--- config.mk ---
export PLATFORM = sky130hd
export DESIGN_NAME = dei_ctrl
export DESIGN_NICKNAME = d
export VERILOG_FILES = /design/src/design/dei_pkg.sv /design/src/design/dei_ctrl.sv /design/src/design/dei_pulse_edge.sv
export SDC_FILE = /design/constraint.sdc
export NUM_CORES = 1
export LEC_CHECK = 0
export BUFFER_PORTS_ARGS = -buffer_cell sky130_fd_sc_hd__buf_2
export CORE_AREA = 2 2 101 113
export DETAILED_ROUTE_END_ITERATION = 6
export DIE_AREA = 0 0 103 115
export PLACE_DENSITY = 0.55
export SYNTH_ARGS = -nofsm -noshare
export SYNTH_HDL_FRONTEND = slang
export SYNTH_SLANG_ARGS = --single-unit
--- constraint.sdc ---
create_clock -name pclk -period 3.8 [get_ports pclk]
set_input_delay 0.95 -clock pclk [delete_from_list [all_inputs] [get_ports pclk]]
set_output_delay 0.95 -clock pclk [all_outputs]
set_load 0.02 [all_outputs]
--- src/design/dei_pkg.sv ---
/*
 * dei_pkg: register map, field positions, reset values and state encodings
 * for the converter event and interrupt-enable control block.
 * Assumes a 32-bit APB slave with word-aligned registers.
 */
package dei_pkg;

    // register byte offsets
    localparam logic [7:0] ADDR_EVCTRL      = 8'h00;
    localparam logic [7:0] ADDR_IRQ_EN_CLR  = 8'h04;
    localparam logic [7:0] ADDR_IRQ_EN_SET  = 8'h08;
    localparam logic [7:0] ADDR_IRQ_STATUS  = 8'h0c;
    localparam logic [7:0] ADDR_IRQ_FLAG_CLR = 8'h10;
    localparam logic [7:0] ADDR_BUF_DATA    = 8'h14;
    localparam logic [7:0] ADDR_CONV_DATA   = 8'h18;
    localparam logic [7:0] ADDR_SYNC_CMD    = 8'h1c;

    // event control fields
    localparam int EV_TRIG_IN_BIT  = 0;
    localparam int EV_DRAIN_OUT_BIT = 1;

    // interrupt fields (enable, status and clear share this layout)
    localparam int IRQ_UNDERRUN_BIT = 0;
    localparam int IRQ_EMPTY_BIT    = 1;
    localparam int IRQ_SYNC_BIT     = 2;
    localparam int IRQ_W            = 3;

    localparam logic [7:0]       EVCTRL_RST  = 8'h00;
    localparam logic [IRQ_W-1:0] IRQ_EN_RST  = 3'h0;
    localparam int               DATA_W      = 10;

    // time the converter core needs to accept a new code
    localparam int CONV_TIME_NS   = 100;
    localparam int CLK_PERIOD_NS  = 10;
    localparam int CONV_CYCLES    = (CONV_TIME_NS + CLK_PERIOD_NS - 1) / CLK_PERIOD_NS;
    localparam logic [3:0] CONV_CNT_LOAD = 4'(CONV_CYCLES - 1);

    // sync delay before the sync-ready flag rises
    localparam logic [1:0] SYNC_CNT_LOAD = 2'h3;

    typedef enum logic [1:0] {
        DEI_IDLE = 2'b00,
        DEI_CONV = 2'b01
    } dei_conv_t;

endpackage

--- src/design/dei_ctrl.sv ---
/*
 * dei_ctrl: event and interrupt-enable control slice of a converter.
 * Holds the event control register, a buffer/data register pair, the
 * shared interrupt-enable flags seen through a set and a clear view,
 * sticky interrupt status and one level interrupt output.
 * Assumes an APB master on pclk and an event system giving level
 * events synchronous to pclk.
 */
// Summary of operation
// - drain-event enable set: pulse event output whenever buffer empties; clear: none
// - trigger-event enable set: incoming event moves a full buffer into data register while idle; otherwise underrun
// - writing one to clear-register bit 2 disables sync-ready interrupt enable
// - writing one to clear-register bit 1 disables buffer-empty interrupt enable
// - zero bits written to the clear register leave enables unchanged
// - set and clear registers read the same single enable flags
// - clear register reads one for enabled, zero for disabled interrupts
`timescale 1ns/100ps
module dei_ctrl (
    input  wire logic        pclk,
    input  wire logic        presetn,
    input  wire logic        psel,
    input  wire logic        penable,
    input  wire logic        pwrite,
    input  wire logic [7:0]  paddr,
    input  wire logic [31:0] pwdata,
    output logic      [31:0] prdata,
    output logic             pready,
    output logic             pslverr,
    input  wire logic        conv_event_in,
    output logic             drain_event_out,
    output logic [9:0]       conv_data_out,
    output logic             irq
);

    typedef struct packed {
        logic [7:0]                  evctrl;
        logic [dei_pkg::IRQ_W-1:0]   irq_en;
        logic [dei_pkg::IRQ_W-1:0]   irq_stat;
        logic [dei_pkg::DATA_W-1:0]  buf_data;
        logic                        buf_full;
        logic [dei_pkg::DATA_W-1:0]  conv_data;
        dei_pkg::dei_conv_t          conv_st;
        logic [3:0]                  conv_cnt;
        logic [1:0]                  sync_cnt;
        logic                        sync_busy;
        logic                        drain_ev;
        logic                        irq;
        logic [31:0]                 prdata;
        logic                        pready;
        logic                        pslverr;
    } dei_state_t;

    dei_state_t st_q;
    dei_state_t st_d;

    logic ev_strobe;

    // event arrives as a level; only its rising edge may trigger
    dei_pulse_edge u_edge (
        .pclk      (pclk),
        .presetn   (presetn),
        .level_in  (conv_event_in),
        .pulse_out (ev_strobe)
    );

    logic                       acc;
    logic                       wr;
    logic                       rd;
    logic                       trig;
    logic                       buf_load;
    logic [dei_pkg::IRQ_W-1:0]  ev_set;
    logic [dei_pkg::IRQ_W-1:0]  flag_clr;
    logic [31:0]                rdata;
    logic                       mapped;

    // one-wait-state slave: setup, access with pready low, then pready high
    assign acc = psel & penable & ~st_q.pready;
    assign wr  = acc & pwrite;
    assign rd  = acc & ~pwrite;

    // read mux and decode
    always_comb
    begin
        rdata  = 32'h0000_0000;
        mapped = 1'b1;
        case (paddr)
            dei_pkg::ADDR_EVCTRL:      rdata = {24'h00_0000, st_q.evctrl};
            dei_pkg::ADDR_IRQ_EN_CLR:  rdata = {29'h0, st_q.irq_en};
            dei_pkg::ADDR_IRQ_EN_SET:  rdata = {29'h0, st_q.irq_en};
            dei_pkg::ADDR_IRQ_STATUS:  rdata = {29'h0, st_q.irq_stat};
            dei_pkg::ADDR_IRQ_FLAG_CLR: rdata = 32'h0000_0000;
            dei_pkg::ADDR_BUF_DATA:    rdata = {22'h0, st_q.buf_data};
            dei_pkg::ADDR_CONV_DATA:   rdata = {22'h0, st_q.conv_data};
            dei_pkg::ADDR_SYNC_CMD:    rdata = {31'h0, st_q.sync_busy};
            default:                   mapped = 1'b0;
        endcase
    end

    // incoming event only converts when enabled and a code is waiting
    assign trig = ev_strobe & st_q.evctrl[dei_pkg::EV_TRIG_IN_BIT];
    assign buf_load = wr & (paddr == dei_pkg::ADDR_BUF_DATA);

    always_comb
    begin
        st_d          = st_q;
        ev_set        = '0;
        flag_clr      = '0;
        st_d.drain_ev = 1'b0;
        st_d.pready   = acc;
        st_d.pslverr  = acc & ~mapped;
        st_d.prdata   = rd ? rdata : 32'h0000_0000;

        // conversion: buffer moves to data register, buffer becomes empty
        case (st_q.conv_st)
            dei_pkg::DEI_IDLE:
            begin
                if (trig && st_q.buf_full)
                begin
                    st_d.conv_data = st_q.buf_data;
                    st_d.buf_full  = 1'b0;
                    st_d.conv_cnt  = dei_pkg::CONV_CNT_LOAD;
                    st_d.conv_st   = dei_pkg::DEI_CONV;
                    st_d.drain_ev  = st_q.evctrl[dei_pkg::EV_DRAIN_OUT_BIT];
                    ev_set[dei_pkg::IRQ_EMPTY_BIT] = 1'b1;
                end
                else if (trig)
                    ev_set[dei_pkg::IRQ_UNDERRUN_BIT] = 1'b1; // nothing to convert
            end
            dei_pkg::DEI_CONV:
            begin
                // a trigger while the core is still settling is an underrun
                if (trig)
                    ev_set[dei_pkg::IRQ_UNDERRUN_BIT] = 1'b1;
                if (st_q.conv_cnt == 4'h0)
                    st_d.conv_st = dei_pkg::DEI_IDLE;
                else
                    st_d.conv_cnt = st_q.conv_cnt - 4'h1;
            end
            default: st_d.conv_st = dei_pkg::DEI_IDLE;
        endcase

        // sync countdown models a register write crossing to the core
        if (st_q.sync_busy)
        begin
            if (st_q.sync_cnt == 2'h0)
            begin
                st_d.sync_busy = 1'b0;
                ev_set[dei_pkg::IRQ_SYNC_BIT] = 1'b1;
            end
            else
                st_d.sync_cnt = st_q.sync_cnt - 2'h1;
        end

        if (wr)
        begin
            case (paddr)
                dei_pkg::ADDR_EVCTRL:
                    st_d.evctrl = {6'h00, pwdata[1:0]};
                // one bits clear, zero bits keep; shared flag
                dei_pkg::ADDR_IRQ_EN_CLR:
                    st_d.irq_en = st_q.irq_en & ~pwdata[dei_pkg::IRQ_W-1:0];
                dei_pkg::ADDR_IRQ_EN_SET:
                    st_d.irq_en = st_q.irq_en | pwdata[dei_pkg::IRQ_W-1:0];
                dei_pkg::ADDR_IRQ_FLAG_CLR:
                    flag_clr = pwdata[dei_pkg::IRQ_W-1:0];
                dei_pkg::ADDR_SYNC_CMD:
                begin
                    if (pwdata[0])
                    begin
                        st_d.sync_busy = 1'b1;
                        st_d.sync_cnt  = dei_pkg::SYNC_CNT_LOAD;
                    end
                end
                default: ;
            endcase
        end

        // software refills the buffer; a write in a convert cycle wins
        if (buf_load)
        begin
            st_d.buf_data = pwdata[dei_pkg::DATA_W-1:0];
            st_d.buf_full = 1'b1;
        end

        // set wins over clear for sticky status
        st_d.irq_stat = (st_q.irq_stat & ~flag_clr) | ev_set;
        st_d.irq = |(st_d.irq_stat & st_d.irq_en);
    end

    always_ff @(posedge pclk or negedge presetn)
    begin
        if (!presetn)
        begin
            st_q           <= '0;
            st_q.evctrl    <= dei_pkg::EVCTRL_RST;
            st_q.irq_en    <= dei_pkg::IRQ_EN_RST;
            st_q.conv_st   <= dei_pkg::DEI_IDLE;
        end
        else
            st_q <= st_d;
    end

    assign prdata          = st_q.prdata;
    assign pready          = st_q.pready;
    assign pslverr         = st_q.pslverr;
    assign drain_event_out = st_q.drain_ev;
    assign conv_data_out   = st_q.conv_data;
    assign irq             = st_q.irq;

endmodule

--- src/design/dei_pulse_edge.sv ---
/*
 * dei_pulse_edge: rising-edge detector turning an event level into
 * a one-cycle strobe. Assumes the input is synchronous to pclk.
 */
`timescale 1ns/100ps
module dei_pulse_edge (
    input  wire logic pclk,
    input  wire logic presetn,
    input  wire logic level_in,
    output logic      pulse_out
);

    typedef struct packed {
        logic prev;
    } dei_edge_t;

    dei_edge_t st_q;
    dei_edge_t st_d;

    // remember last level; strobe on 0->1 only
    always_comb
    begin
        st_d      = st_q;
        st_d.prev = level_in;
    end

    assign pulse_out = level_in & ~st_q.prev;

    always_ff @(posedge pclk or negedge presetn)
    begin
        if (!presetn)
            st_q <= '0;
        else
            st_q <= st_d;
    end

endmodule

# Word-level counts from Yosys, hierarchy flattened
# Index checks and enable logic that the tools add are counted.
op_classes:
  n_addsub: 2
  eq_ne: 11
  muxes: 29
  n_bitwise: 19
  reduce_logical: 16
op_table:
  columns: ["operator", "count"]
  rows:
  - ["$pmux W10 S6", 1]
  - ["$eq A8 B5 Y1 const B", 4]
  - ["$mux W32", 1]
  - ["$mux W3", 7]
  - ["$mux W17", 1]
  - ["$eq A8 B4 Y1 const B", 2]
  - ["$mux W1", 11]
  - ["$mux W11", 1]
  - ["$and A3 B3 Y3", 3]
  - ["$and A1 B1 Y1", 8]
  - ["$eq A8 B3 Y1 const B", 1]
  - ["$logic_not A8 Y1", 1]
  - ["$pmux W4 S2", 1]
  - ["$reduce_and A2 Y1", 4]
  - ["$reduce_or A8 Y1", 1]
  - ["$ne A2 B2 Y1 const B", 3]
  - ["$not A3 Y3", 2]
  - ["$or A3 B3 Y3", 2]
  - ["$pmux W3 S2", 1]
  - ["$reduce_bool A2 Y1", 3]
  - ["$logic_not A2 Y1", 2]
  - ["$logic_not A4 Y1", 1]
  - ["$mux W2", 2]
  - ["$mux W4", 1]
  - ["other kinds (10)", 13]
word_totals:
  ff_bits: 75
  inputBits: 46
  word_cells: 93

# Logic depth before layout (Yosys ltp)
# Gate-level depths: netlist of the first run.
depth:
  word_depth: 9
  mapped_depth: 7

# Cells and area by module
# Synthesis of the first run repeated with hierarchy kept, for this count alone.
hier_totals:
  hier_cells: 245
  area_unflattened_um2: 2736.4
by_module_without_submodules:
  columns: ["mod", "instances", "cells_each", "area_each_um2", "seq_area_each_um2"]
  rows:
  - ["dei_ctrl", 1, 243, 2697.6, 1276.2]
  - ["dei_pulse_edge", 1, 2, 38.8, 25.0]

# Worst setup path after synthesis of the first run
# Ideal clock, no wire load.
synth_path:
  path_kind: "input -> register"
  start: "in paddr[5]"
  end: "reg st_q[57] (netlist name)"
  setup_time_ns: 0.125
  arrival_time_ns: 2.266
  setup_slack_ns: 1.409
  path_stages: 5
  path_buffers: 1
  path_cell_list: "nor4b_4 > nand2_1 > or3_1 > buf_6 > mux2_4"
synth_via:
  elab_chain_cells: 2
synth_lines:
  columns: ["item", "line_no", "text"]
  rows:
  - ["start: declaration", "dei_ctrl.sv:24", "input wire logic [7:0] paddr,"]
  - ["$eq A8 B5 Y1", "dei_ctrl.sv:101", "assign buf_load = wr & (paddr == dei_pkg::ADDR_BUF_DATA);"]
  - ["$and A1 B1 Y1", "dei_ctrl.sv:101", null]
  - ["end signal: assignment", "dei_ctrl.sv:200", "st_q <= st_d;"]
  - ["end: declaration", "dei_ctrl.sv:53", "dei_state_t st_q;"]
# No other way between the ends.
# A chain may end at the register's enable or synchronous reset.

# Final worst setup path of the first run
layout_path:
  start: "in paddr[5]"
  end: "reg st_q[58] (netlist name)"
# Same word-level chain as after synthesis.

==> run_results.csv, run 1 <==
group,metric,value,unit
status,status,"finished clean",
global_routing,grt.met1_usage,0.134,
floorplanning,dieArea,0.0118,mm^2
yosys,yosys_warnings,0,
layout,nets,307,
placement,hpwl,4.24,mm
yosys,synth_top_area_frac,0.496,
cts,cts_max_path_buffers,2,
worst_setup_path,worstPathArrival,2.84,ns
global_routing,grt_usage,0.0990,
yosys,synth.distinct_cells,43,
cts,clkLatencyLatePin,0.28,ns
worst_setup_path,setup.worst_path.class,"in -> reg",
cts,cts_tree,"built",
yosys,synth_area_leaders,"dfrtp_1 (50%), buf_4 (12%), mux2_2 (5.6%)",
layout,nFillCells,1144,
drt,drc,0,
cts,cts_root_buf,"clkbuf_16",
placement,dpl_worst_slack,0.803,ns
yosys,synth-seq-cells,52,
sta,rsz0062_at_grt,"false",
drt,drtIter0Drc,81,
power_and_ir_drop,p_comb_frac,0.071,
layout,instances_no_fill,408,
placement,placed_cell_area,0.00279,mm^2
flow_run,maxCapViolations,0,
cts,cts_resized,0,
sta,hold_viol_final,0,
worst_setup_path,critPathLaunchType,"primary input",
layout,regArea,0.00130,mm^2
layout,fin_util,0.274,
worst_setup_path,cp-end-kind,"register",
floorplanning,ios,92,
cts,cts_made_buffers,5,
cts,clkTransAtPathRegs,0.06,ns
sta,final-setup-viol-count,0,
drt,route.antenna.remaining_nets,0,
cts,cts_hold_buf,0,
sta,fin_crit_sh,0.704,
sta,max_clock_freq,0.374,GHz
global_routing,use_met2,0.156,
drt,viasPerCell,4.29,
yosys,syn-instance-count,231,
sta,worstMarginPinSlew,0.839,ns
worst_setup_path,crit_path_max_fanout,11,
sta,skew,0.00342,ns
power_and_ir_drop,p_per_area,369,mW/mm^2
global_routing,grt_pass1_vias,1682,
yosys,avgSynthCellArea,11.4,um^2
cts,htree_levels,2,
floorplanning,die_width,103,um
yosys,ys_seq_area_frac,0.496,
floorplanning,coreArea,0.0107,mm^2
worst_setup_path,crit_family,"simple AND/OR/NAND/NOR gates",
worst_setup_path,critPathSlowestCell,"or3_1",
layout,drive_gt1_frac,0.310,
sta,relSlewSlack,0.441,
global_routing,grt_max_degree,39,
global_routing,overflow,0,
layout,antennaDiodeCount,0,
layout,syn_to_final_growth,12.0,%
cts,post_cts_buffers,0,
sta,tns,0,ns
drt,avgRoutedWirePerCell,13.9,um
min_path,hold_path_class,"reg -> reg",
worst_setup_path,crit_chain,"buf_2 > nor4b_4 > nand2_1 > or3_1 > mux2_4",
layout,multi_input_area,0.00103,mm^2
drt,totalWireLength,5.68,mm
global_routing,antenna_found_initial,0,
power_and_ir_drop,netSwitchingFraction,0.224,
sta,setup_ws,1.12,ns
worst_setup_path,path_buf_inv,1,
placement,portBuffers,47,
power_and_ir_drop,pwr-share-seq,0.519,
yosys,syn-cell-area,0.00263,mm^2
sta,min_period,2.68,ns
drt,via_count,1752,
cts,cts_num_sinks,52,
power_and_ir_drop,intPower,842,uW
power_and_ir_drop,power_switching,242,uW
global_routing,gr-max-usage-layer,"met2",
sta,finalMaxSlewViolations,0,
yosys,yosys.area.top_type,"dfrtp_1",
worst_setup_path,rrSetupSlack,1.90,ns
placement,routabilityCongestion,0.803,
global_routing,grt_pass1_wl,8.83,mm
floorplanning,start_util,0.245,
power_and_ir_drop,ir_worst_vdd,163,uV
worst_setup_path,critical-path-max-stage-delay,0.72,ns
floorplanning,die_y,115,um
placement,place_inst,400,
power_and_ir_drop,p_leak,0.00145,uW
layout,final_area,0.00294,mm^2
drt,dr.pass1.iters,4,
worst_setup_path,required,3.97,ns
power_and_ir_drop,power_frac_clock,0.411,
floorplanning,rows,40,
global_routing,grt.met3_usage,0.0255,
[cells in the mapped netlist]
cell	number
mux2_2	13
o311ai_1	1
nor3_1	2
and4_1	1
a211oi_1	1
o21ai_0	8
a2bb2oi_1	1
nand3_1	1
clkbuf_1	5
buf_6	1
or3b_2	1
a22oi_1	8
nor2b_1	5
nor4_2	1
nand2b_1	4
a21oi_1	3
ha_1	1
and4b_1	1
a22o_1	2
o211ai_1	3
a21o_1	1
a221o_1	1
buf_4	43
mux2_4	9
and3_1	1
inv_1	5
nor4b_1	1
mux2i_1	1
or4_1	2
conb_1	1
nor4b_4	1
o22ai_1	1
nor2_1	14
a32oi_1	2
dfrtp_1	52
or3_1	1
and2_1	2
nand2_1	11
nand4_1	6
xnor2_1	3
nand3b_1	3
a32o_1	4
nor4_1	3
[worst min-delay path, cell delays in order, from the launching register on]
cell and delay (ns):
dfrtp_1 0.34, o21ai_0 0.08, nand2_1 0.06
[flip-flops by register name, summed over array words and instances (netlist names)]
register,cells
pslverr,1
prdata,10
conv_data_out,10
irq,1
u_edge.st_q,1
pready,1
drain_event_out,1
st_q,27
[cell usage in the layout, fill, tap and decap left out, drive strengths merged, types with 2 or more instances in the layout]
| cell | instances |
|---|---|
| dfrtp | 52 |
| buf | 50 |
| conb | 22 |
| mux2 | 22 |
| nor2 | 14 |
| nand2 | 11 |
| o21ai | 8 |
| a22oi | 8 |
| clkbuf | 8 |
| nand4 | 6 |
| inv | 5 |
| nor2b | 5 |
| a32o | 4 |
| nand2b | 4 |
| nor4 | 4 |
| o211ai | 3 |
| nand3b | 3 |
| xnor2 | 3 |
| a21oi | 3 |
| or4 | 2 |
| nor3 | 2 |
| a32oi | 2 |
| a22o | 2 |
| and2 | 2 |
| nor4b | 2 |
[per-stage QoR]
stage	power [uW]	hold slack (ns)
after CTS	1100	0.518
final	1080	0.519
after detailed placement	650	0.500
after global routing	1130	0.538
after floorplan	629	0.464
after global placement	649	0.492
[cells by family after synthesis]
logic type                 after synthesis  share of synthesized area
other                                    1                    0.00143
adders and majority gates                1                    0.00477
AOI/OAI and AO/OA                       36                     0.0996
and+or+nand+nor                         61                      0.136
DFF                                     52                      0.496
muxes                                   23                      0.111
xor gates and xnor gates                 3                     0.0100
buffers and inverters                   54                      0.142
[final cells by class]
class / instances / area share
Sequential cell: 52 / 0.443
Multi-Input combinational cell: 146 / 0.351
Timing Repair Buffer: 50 / 0.0877
Tap cell: 147 / 0.0626
Clock buffer: 8 / 0.0498
Inverter: 5 / 0.00639
[power groups by stage]
stage	clock, uW	sequential (uW)	combinational [uW]
after global routing	484	562	85.9
after floorplan	0	573	55.8
after global placement	0	572	76.8
after detailed placement	0	572	77.4
final	445	562	76.5
after CTS	465	562	77.4
[path summary, 6_finish.rpt]
| path | startpoint | endpoint | depth (start not counted) |
|---|---|---|---|
| max in group asynchronous | presetn | prdata[6]$_DFF_PN0_ | 2 |
| max | paddr[5] | st_q[58]$_DFFE_PN0P_ | 5 |
| max reg2reg | st_q[43]$_DFFE_PN0P_ | conv_data_out[1]$_DFFE_PN0P_ | 4 |
| min reg2reg | st_q[55]$_DFFE_PN0P_ | st_q[55]$_DFFE_PN0P_ | 2 |
| min in group asynchronous | presetn | conv_data_out[5]$_DFFE_PN0P_ | 1 |
| min | st_q[55]$_DFFE_PN0P_ | st_q[55]$_DFFE_PN0P_ | 2 |
[layer usage]
metal | share of wire | vias to the layer above
met4 | 0.0081 | 0
met2 | 0.48 | 55
met1 | 0.47 | 879
met3 | 0.050 | 4
met5 | 0 | -
li1 | - | 814
Power figures use the tool's default switching activity.
==> inputs of run 2 (changes only) <==
PLACE_DENSITY = 0.57   (was 0.55)
clock period = 2.2 ns   (was 3.8 ns; I/O delays follow)
==> run_results.csv, run 2 (synthesized netlist as in run 1, its figures left out) <==
group,metric,value,unit
worst_setup_path,crit_end,"st_q[72]$_DFFE_PN0P_",
placement,routabilityCongestion,0.826,
drt,route.antenna.remaining_nets,0,
placement,portBuffers,47,
floorplanning,coreArea,0.0107,mm^2
worst_setup_path,crit_start,"paddr[5]",
worst_setup_path,r2r_cells,5,
cts,cts_hold_buf,0,
sta,fin_crit_sh,0.865,
drt,totalWireLength,5.90,mm
min_path,hold_path_class,"in -> async",
worst_setup_path,path_buf_inv,1,
cts,cts_made_buffers,5,
power_and_ir_drop,p_per_area,606,mW/mm^2
layout,final_common_cell,"dfrtp_1",
drt,viasPerCell,4.33,
flow_run,maxCapViolations,0,
floorplanning,die_y,115,um
floorplanning,start_util,0.245,
worst_setup_path,critical-path-max-stage-delay,0.60,ns
layout,regArea,0.00130,mm^2
global_routing,grt.met3_usage,0.0304,
power_and_ir_drop,ir_worst_vdd,275,uV
worst_setup_path,cp-end-kind,"register",
layout,final_area,0.00305,mm^2
worst_setup_path,crit_family,"simple AND/OR/NAND/NOR gates",
layout,antennaDiodeCount,0,
drt,dr.pass1.iters,4,
cts,post_cts_buffers,0,
placement,hpwl,4.38,mm
worst_setup_path,crit_chain,"buf_2 > or4_1 > nor2_1 > and4_1 > mux2_2",
sta,finalMaxSlewViolations,0,
layout,drive_gt1_frac,0.344,
cts,cts_resized,0,
global_routing,grt_max_degree,34,
worst_setup_path,path_depth,5,
sta,min_period,1.90,ns
sta,relSlewSlack,0.673,
layout,nets,320,
global_routing,use_met2,0.161,
floorplanning,ios,92,
sta,hold_viol_final,0,
worst_setup_path,worstPathArrival,2.07,ns
drt,avgRoutedWirePerCell,14.1,um
layout,largest_reg_flops,27,
sta,skew,0.00341,ns
cts,cts_tree,"built",
sta,final-setup-viol-count,0,
power_and_ir_drop,p_leak,0.00152,uW
floorplanning,die_width,103,um
worst_setup_path,critPathLaunchType,"primary input",
layout,regMostFlops,"st_q",
status,status,"finished clean",
drt,drtIter0Drc,49,
cts,clkTransAtPathRegs,0.06,ns
global_routing,overflow,0,
worst_setup_path,crit_path_max_fanout,4,
cts,cts_root_buf,"clkbuf_16",
worst_setup_path,reg2reg_to,"irq$_DFF_PN0_",
worst_setup_path,required,2.37,ns
worst_setup_path,critPathSlowestCell,"or4_1",
global_routing,grt_pass1_wl,9.38,mm
cts,clkLatencyLatePin,0.28,ns
worst_setup_path,r2r-start,"pready$_DFF_PN0_",
layout,multi_input_area,0.00103,mm^2
cts,cts_num_sinks,52,
global_routing,gr-max-usage-layer,"met2",
sta,tns,0,ns
floorplanning,dieArea,0.0118,mm^2
layout,nFillCells,1147,
worst_setup_path,setup.worst_path.class,"in -> reg",
sta,rsz0062_at_grt,"false",
drt,drc,0,
cts,cts_max_path_buffers,2,
placement,placed_cell_area,0.00292,mm^2
sta,max_clock_freq,0.525,GHz
layout,final_cell_mix,"dfrtp_1 (52), buf_2 (47), conb_1 (22), nor2_1 (14), buf_4 (14)",
layout,syn_to_final_growth,16.2,%
sta,worstMarginPinSlew,0.483,ns
drt,via_count,1820,
global_routing,grt.met1_usage,0.146,
global_routing,antenna_found_initial,0,
global_routing,grt_usage,0.105,
cts,htree_levels,2,
floorplanning,rows,40,
worst_setup_path,rrSetupSlack,0.42,ns
global_routing,grt_pass1_vias,1733,
[run 2: cell type report]
type,instances,area share
Clock buffer,6,0.0423
Tap cell,147,0.0603
Inverter,5,0.00616
Timing Repair Buffer,63,0.125
Multi-Input combinational cell,146,0.338
Sequential cell,52,0.427
Clock inverter,1,0.00164
[run 2: how the worst min path moves through the flow]
stage / start / to / cells after the start
after floorplan: presetn / conv_data_out[0]$_DFFE_PN0P_ / 0
after global placement: st_q[55]$_DFFE_PN0P_ / st_q[55]$_DFFE_PN0P_ / 2
after detailed placement: st_q[55]$_DFFE_PN0P_ / st_q[55]$_DFFE_PN0P_ / 2
after CTS: presetn / prdata[5]$_DFF_PN0_ / 1
after global routing: presetn / prdata[5]$_DFF_PN0_ / 1
final: presetn / prdata[7]$_DFF_PN0_ / 1
[run 2: power by group]
group          internal, uW  leakage, uW  total [uW]  switching, uW
sequential              965     0.000717         971           5.46
clock                   414    0.0000667         730            316
combinational          43.8     0.000735         147            103
[run 2: metrics by stage]
step,util,hold slack (ns),power (uW),cells,setup slack (ns)
after global routing,0.285,0.246,1950,420,0.231
after CTS,0.285,0.235,1870,420,0.306
after floorplan,-,0.254,1090,252,0.209
after global placement,0.272,0.490,1130,413,0.0422
after detailed placement,0.272,0.500,1140,413,0.0239
final,0.285,0.222,1850,420,0.296
[run 2: worst register-to-register path, cell delays in order (launching register included)]
cell,delay (ns)
dfrtp_1,0.39
and4b_1,0.50
nand4_1,0.15
a21o_1,0.22
and2_1,0.15
a221o_1,0.25
[run 2: layer usage]
layer  vias up  routed length (um)
met1       916                2730
met2        56                2860
li1        846                   -
met3         2                 289
met5         -                   0
met4         0                  25
==> inputs of run 3 (changes only) <==
BUFFER_PORTS_ARGS = -buffer_cell sky130_fd_sc_hd__buf_4   (was -buffer_cell sky130_fd_sc_hd__buf_2)
CELL_PAD_IN_SITES_DETAIL_PLACEMENT = 1   (was not set)
CELL_PAD_IN_SITES_GLOBAL_PLACEMENT = 2   (was not set)
PLACE_DENSITY = 0.78   (was 0.57)
==> run_results.csv, run 3 (synthesized netlist as in run 1, its figures left out) <==
group,metric,value,unit
floorplanning,die_y,115,um
power_and_ir_drop,p_leak,0.00154,uW
drt,route.antenna.remaining_nets,0,
cts,cts_max_path_buffers,2,
floorplanning,rows,40,
cts,cts_root_buf,"clkbuf_16",
placement,routabilityCongestion,0.773,
drt,dr.pass1.iters,4,
worst_setup_path,crit_path_max_fanout,4,
layout,nets,320,
layout,regMostFlops,"st_q",
drt,drtIter0Drc,52,
layout,final_area,0.00317,mm^2
drt,totalWireLength,6.22,mm
min_path,hold_path_class,"in -> async",
worst_setup_path,critPathLaunchType,"primary input",
sta,finalMaxSlewViolations,0,
cts,cts_num_sinks,52,
cts,cts_tree,"built",
drt,viasPerCell,4.25,
global_routing,grt_max_degree,53,
floorplanning,start_util,0.245,
power_and_ir_drop,ir_worst_vdd,288,uV
worst_setup_path,r2r-start,"st_q[39]$_DFFE_PN0P_",
global_routing,grt_pass1_wl,10.1,mm
floorplanning,die_width,103,um
global_routing,grt_pass1_vias,1921,
cts,post_cts_buffers,0,
power_and_ir_drop,power_switching,462,uW
placement,portBuffers,47,
layout,drive_gt1_frac,0.350,
sta,worstMarginPinSlew,0.660,ns
worst_setup_path,cp-end-kind,"register",
power_and_ir_drop,p_per_area,601,mW/mm^2
worst_setup_path,rrSetupSlack,0.33,ns
cts,cts_resized,0,
worst_setup_path,worstPathArrival,2.17,ns
power_and_ir_drop,power_frac_clock,0.410,
sta,final-setup-viol-count,0,
sta,relSlewSlack,0.560,
sta,fin_crit_sh,0.881,
drt,via_count,1791,
layout,final_common_cell,"buf_4",
floorplanning,ios,92,
worst_setup_path,setup.worst_path.class,"in -> reg",
layout,instances_no_fill,421,
power_and_ir_drop,p_comb_frac,0.080,
global_routing,grt_usage,0.111,
sta,rsz0062_at_grt,"false",
global_routing,antenna_found_initial,0,
worst_setup_path,r2r_cells,7,
power_and_ir_drop,pwr-share-seq,0.509,
drt,drc,0,
cts,cts_hold_buf,0,
layout,antennaDiodeCount,0,
floorplanning,dieArea,0.0118,mm^2
cts,htree_levels,2,
layout,largest_reg_flops,27,
sta,min_period,1.94,ns
status,status,"finished clean",
layout,final_cell_mix,"buf_4 (62), dfrtp_1 (52), conb_1 (22), nor2_1 (14), mux2_2 (13)",
placement,hpwl,4.65,mm
cts,clkLatencyLatePin,0.29,ns
drt,avgRoutedWirePerCell,14.8,um
cts,clkTransAtPathRegs,0.07,ns
power_and_ir_drop,intPower,1440,uW
worst_setup_path,required,2.43,ns
worst_setup_path,crit_start,"paddr[5]",
worst_setup_path,reg2reg_to,"st_q[41]$_DFFE_PN0P_",
placement,placed_cell_area,0.00302,mm^2
global_routing,overflow,0,
floorplanning,coreArea,0.0107,mm^2
cts,cts_made_buffers,5,
power_and_ir_drop,netSwitchingFraction,0.242,
sta,max_clock_freq,0.516,GHz
layout,syn_to_final_growth,20.7,%
sta,hold_viol_final,0,
flow_run,maxCapViolations,0,
placement,place_inst,413,
sta,skew,0.00477,ns
-- run 3: per-stage QoR --
step | power (uW) | utilization | worst slack [ns] | setup TNS (ns) | hold WS (ns)
4_1_cts | 1930 | 0.296 | 0.280 | 0 | 0.326
3_3_place_gp | 1140 | 0.282 | 0.0214 | 0 | 0.484
5_1_grt | 1990 | 0.296 | 0.126 | 0 | 0.351
3_5_place_dp | 1140 | 0.282 | -0.0279 | -0.0279 | 0.508
2_1_floorplan | 1090 | - | 0.209 | 0 | 0.254
6_report | 1900 | 0.296 | 0.263 | 0 | 0.291
-- run 3: critical path, cell delays in order --
cell	delay, ns
buf_4	0.13
or4_1	0.59
nor3_1	0.38
a32o_1	0.25
and2_1	0.14
a221o_1	0.12
-- run 3: worst max-delay path by stage --
stage / cells past startpoint / slack (ns) / to
finish: 6 / 0.26 / irq$_DFF_PN0_
detailed placement: 6 / -0.03 / irq$_DFF_PN0_
CTS: 6 / 0.28 / irq$_DFF_PN0_
global route: 7 / 0.13 / st_q[41]$_DFFE_PN0P_
global placement: 6 / 0.02 / irq$_DFF_PN0_
floorplan: 5 / 0.21 / st_q[57]$_DFFE_PN0P_
-- run 3: final cells by class --
type / instances / area, um^2
clock buffer: 5 / 125
clock inverter: 3 / 22.5
fill: 1254 / 7540
inverter: 5 / 18.8
multi-input combinational: 146 / 1030
sequential: 52 / 1300
tap: 147 / 184
timing repair buffer: 63 / 485
-- run 3: routing by layer --
layer,vias up,track usage,share of wire
met5,-,0,0
met4,0,0.0342,0.011
met3,4,0.0219,0.045
met2,45,0.184,0.51
met1,902,0.145,0.44
li1,840,-,-
-- run 3: power groups by stage --
stage	Sequential, uW	Clock (uW)	Combinational (uW)
after floorplan	990	0	96.4
after global placement	989	0	151
after detailed placement	989	0	155
after CTS	970	805	156
after global routing	971	845	169
final	970	781	153
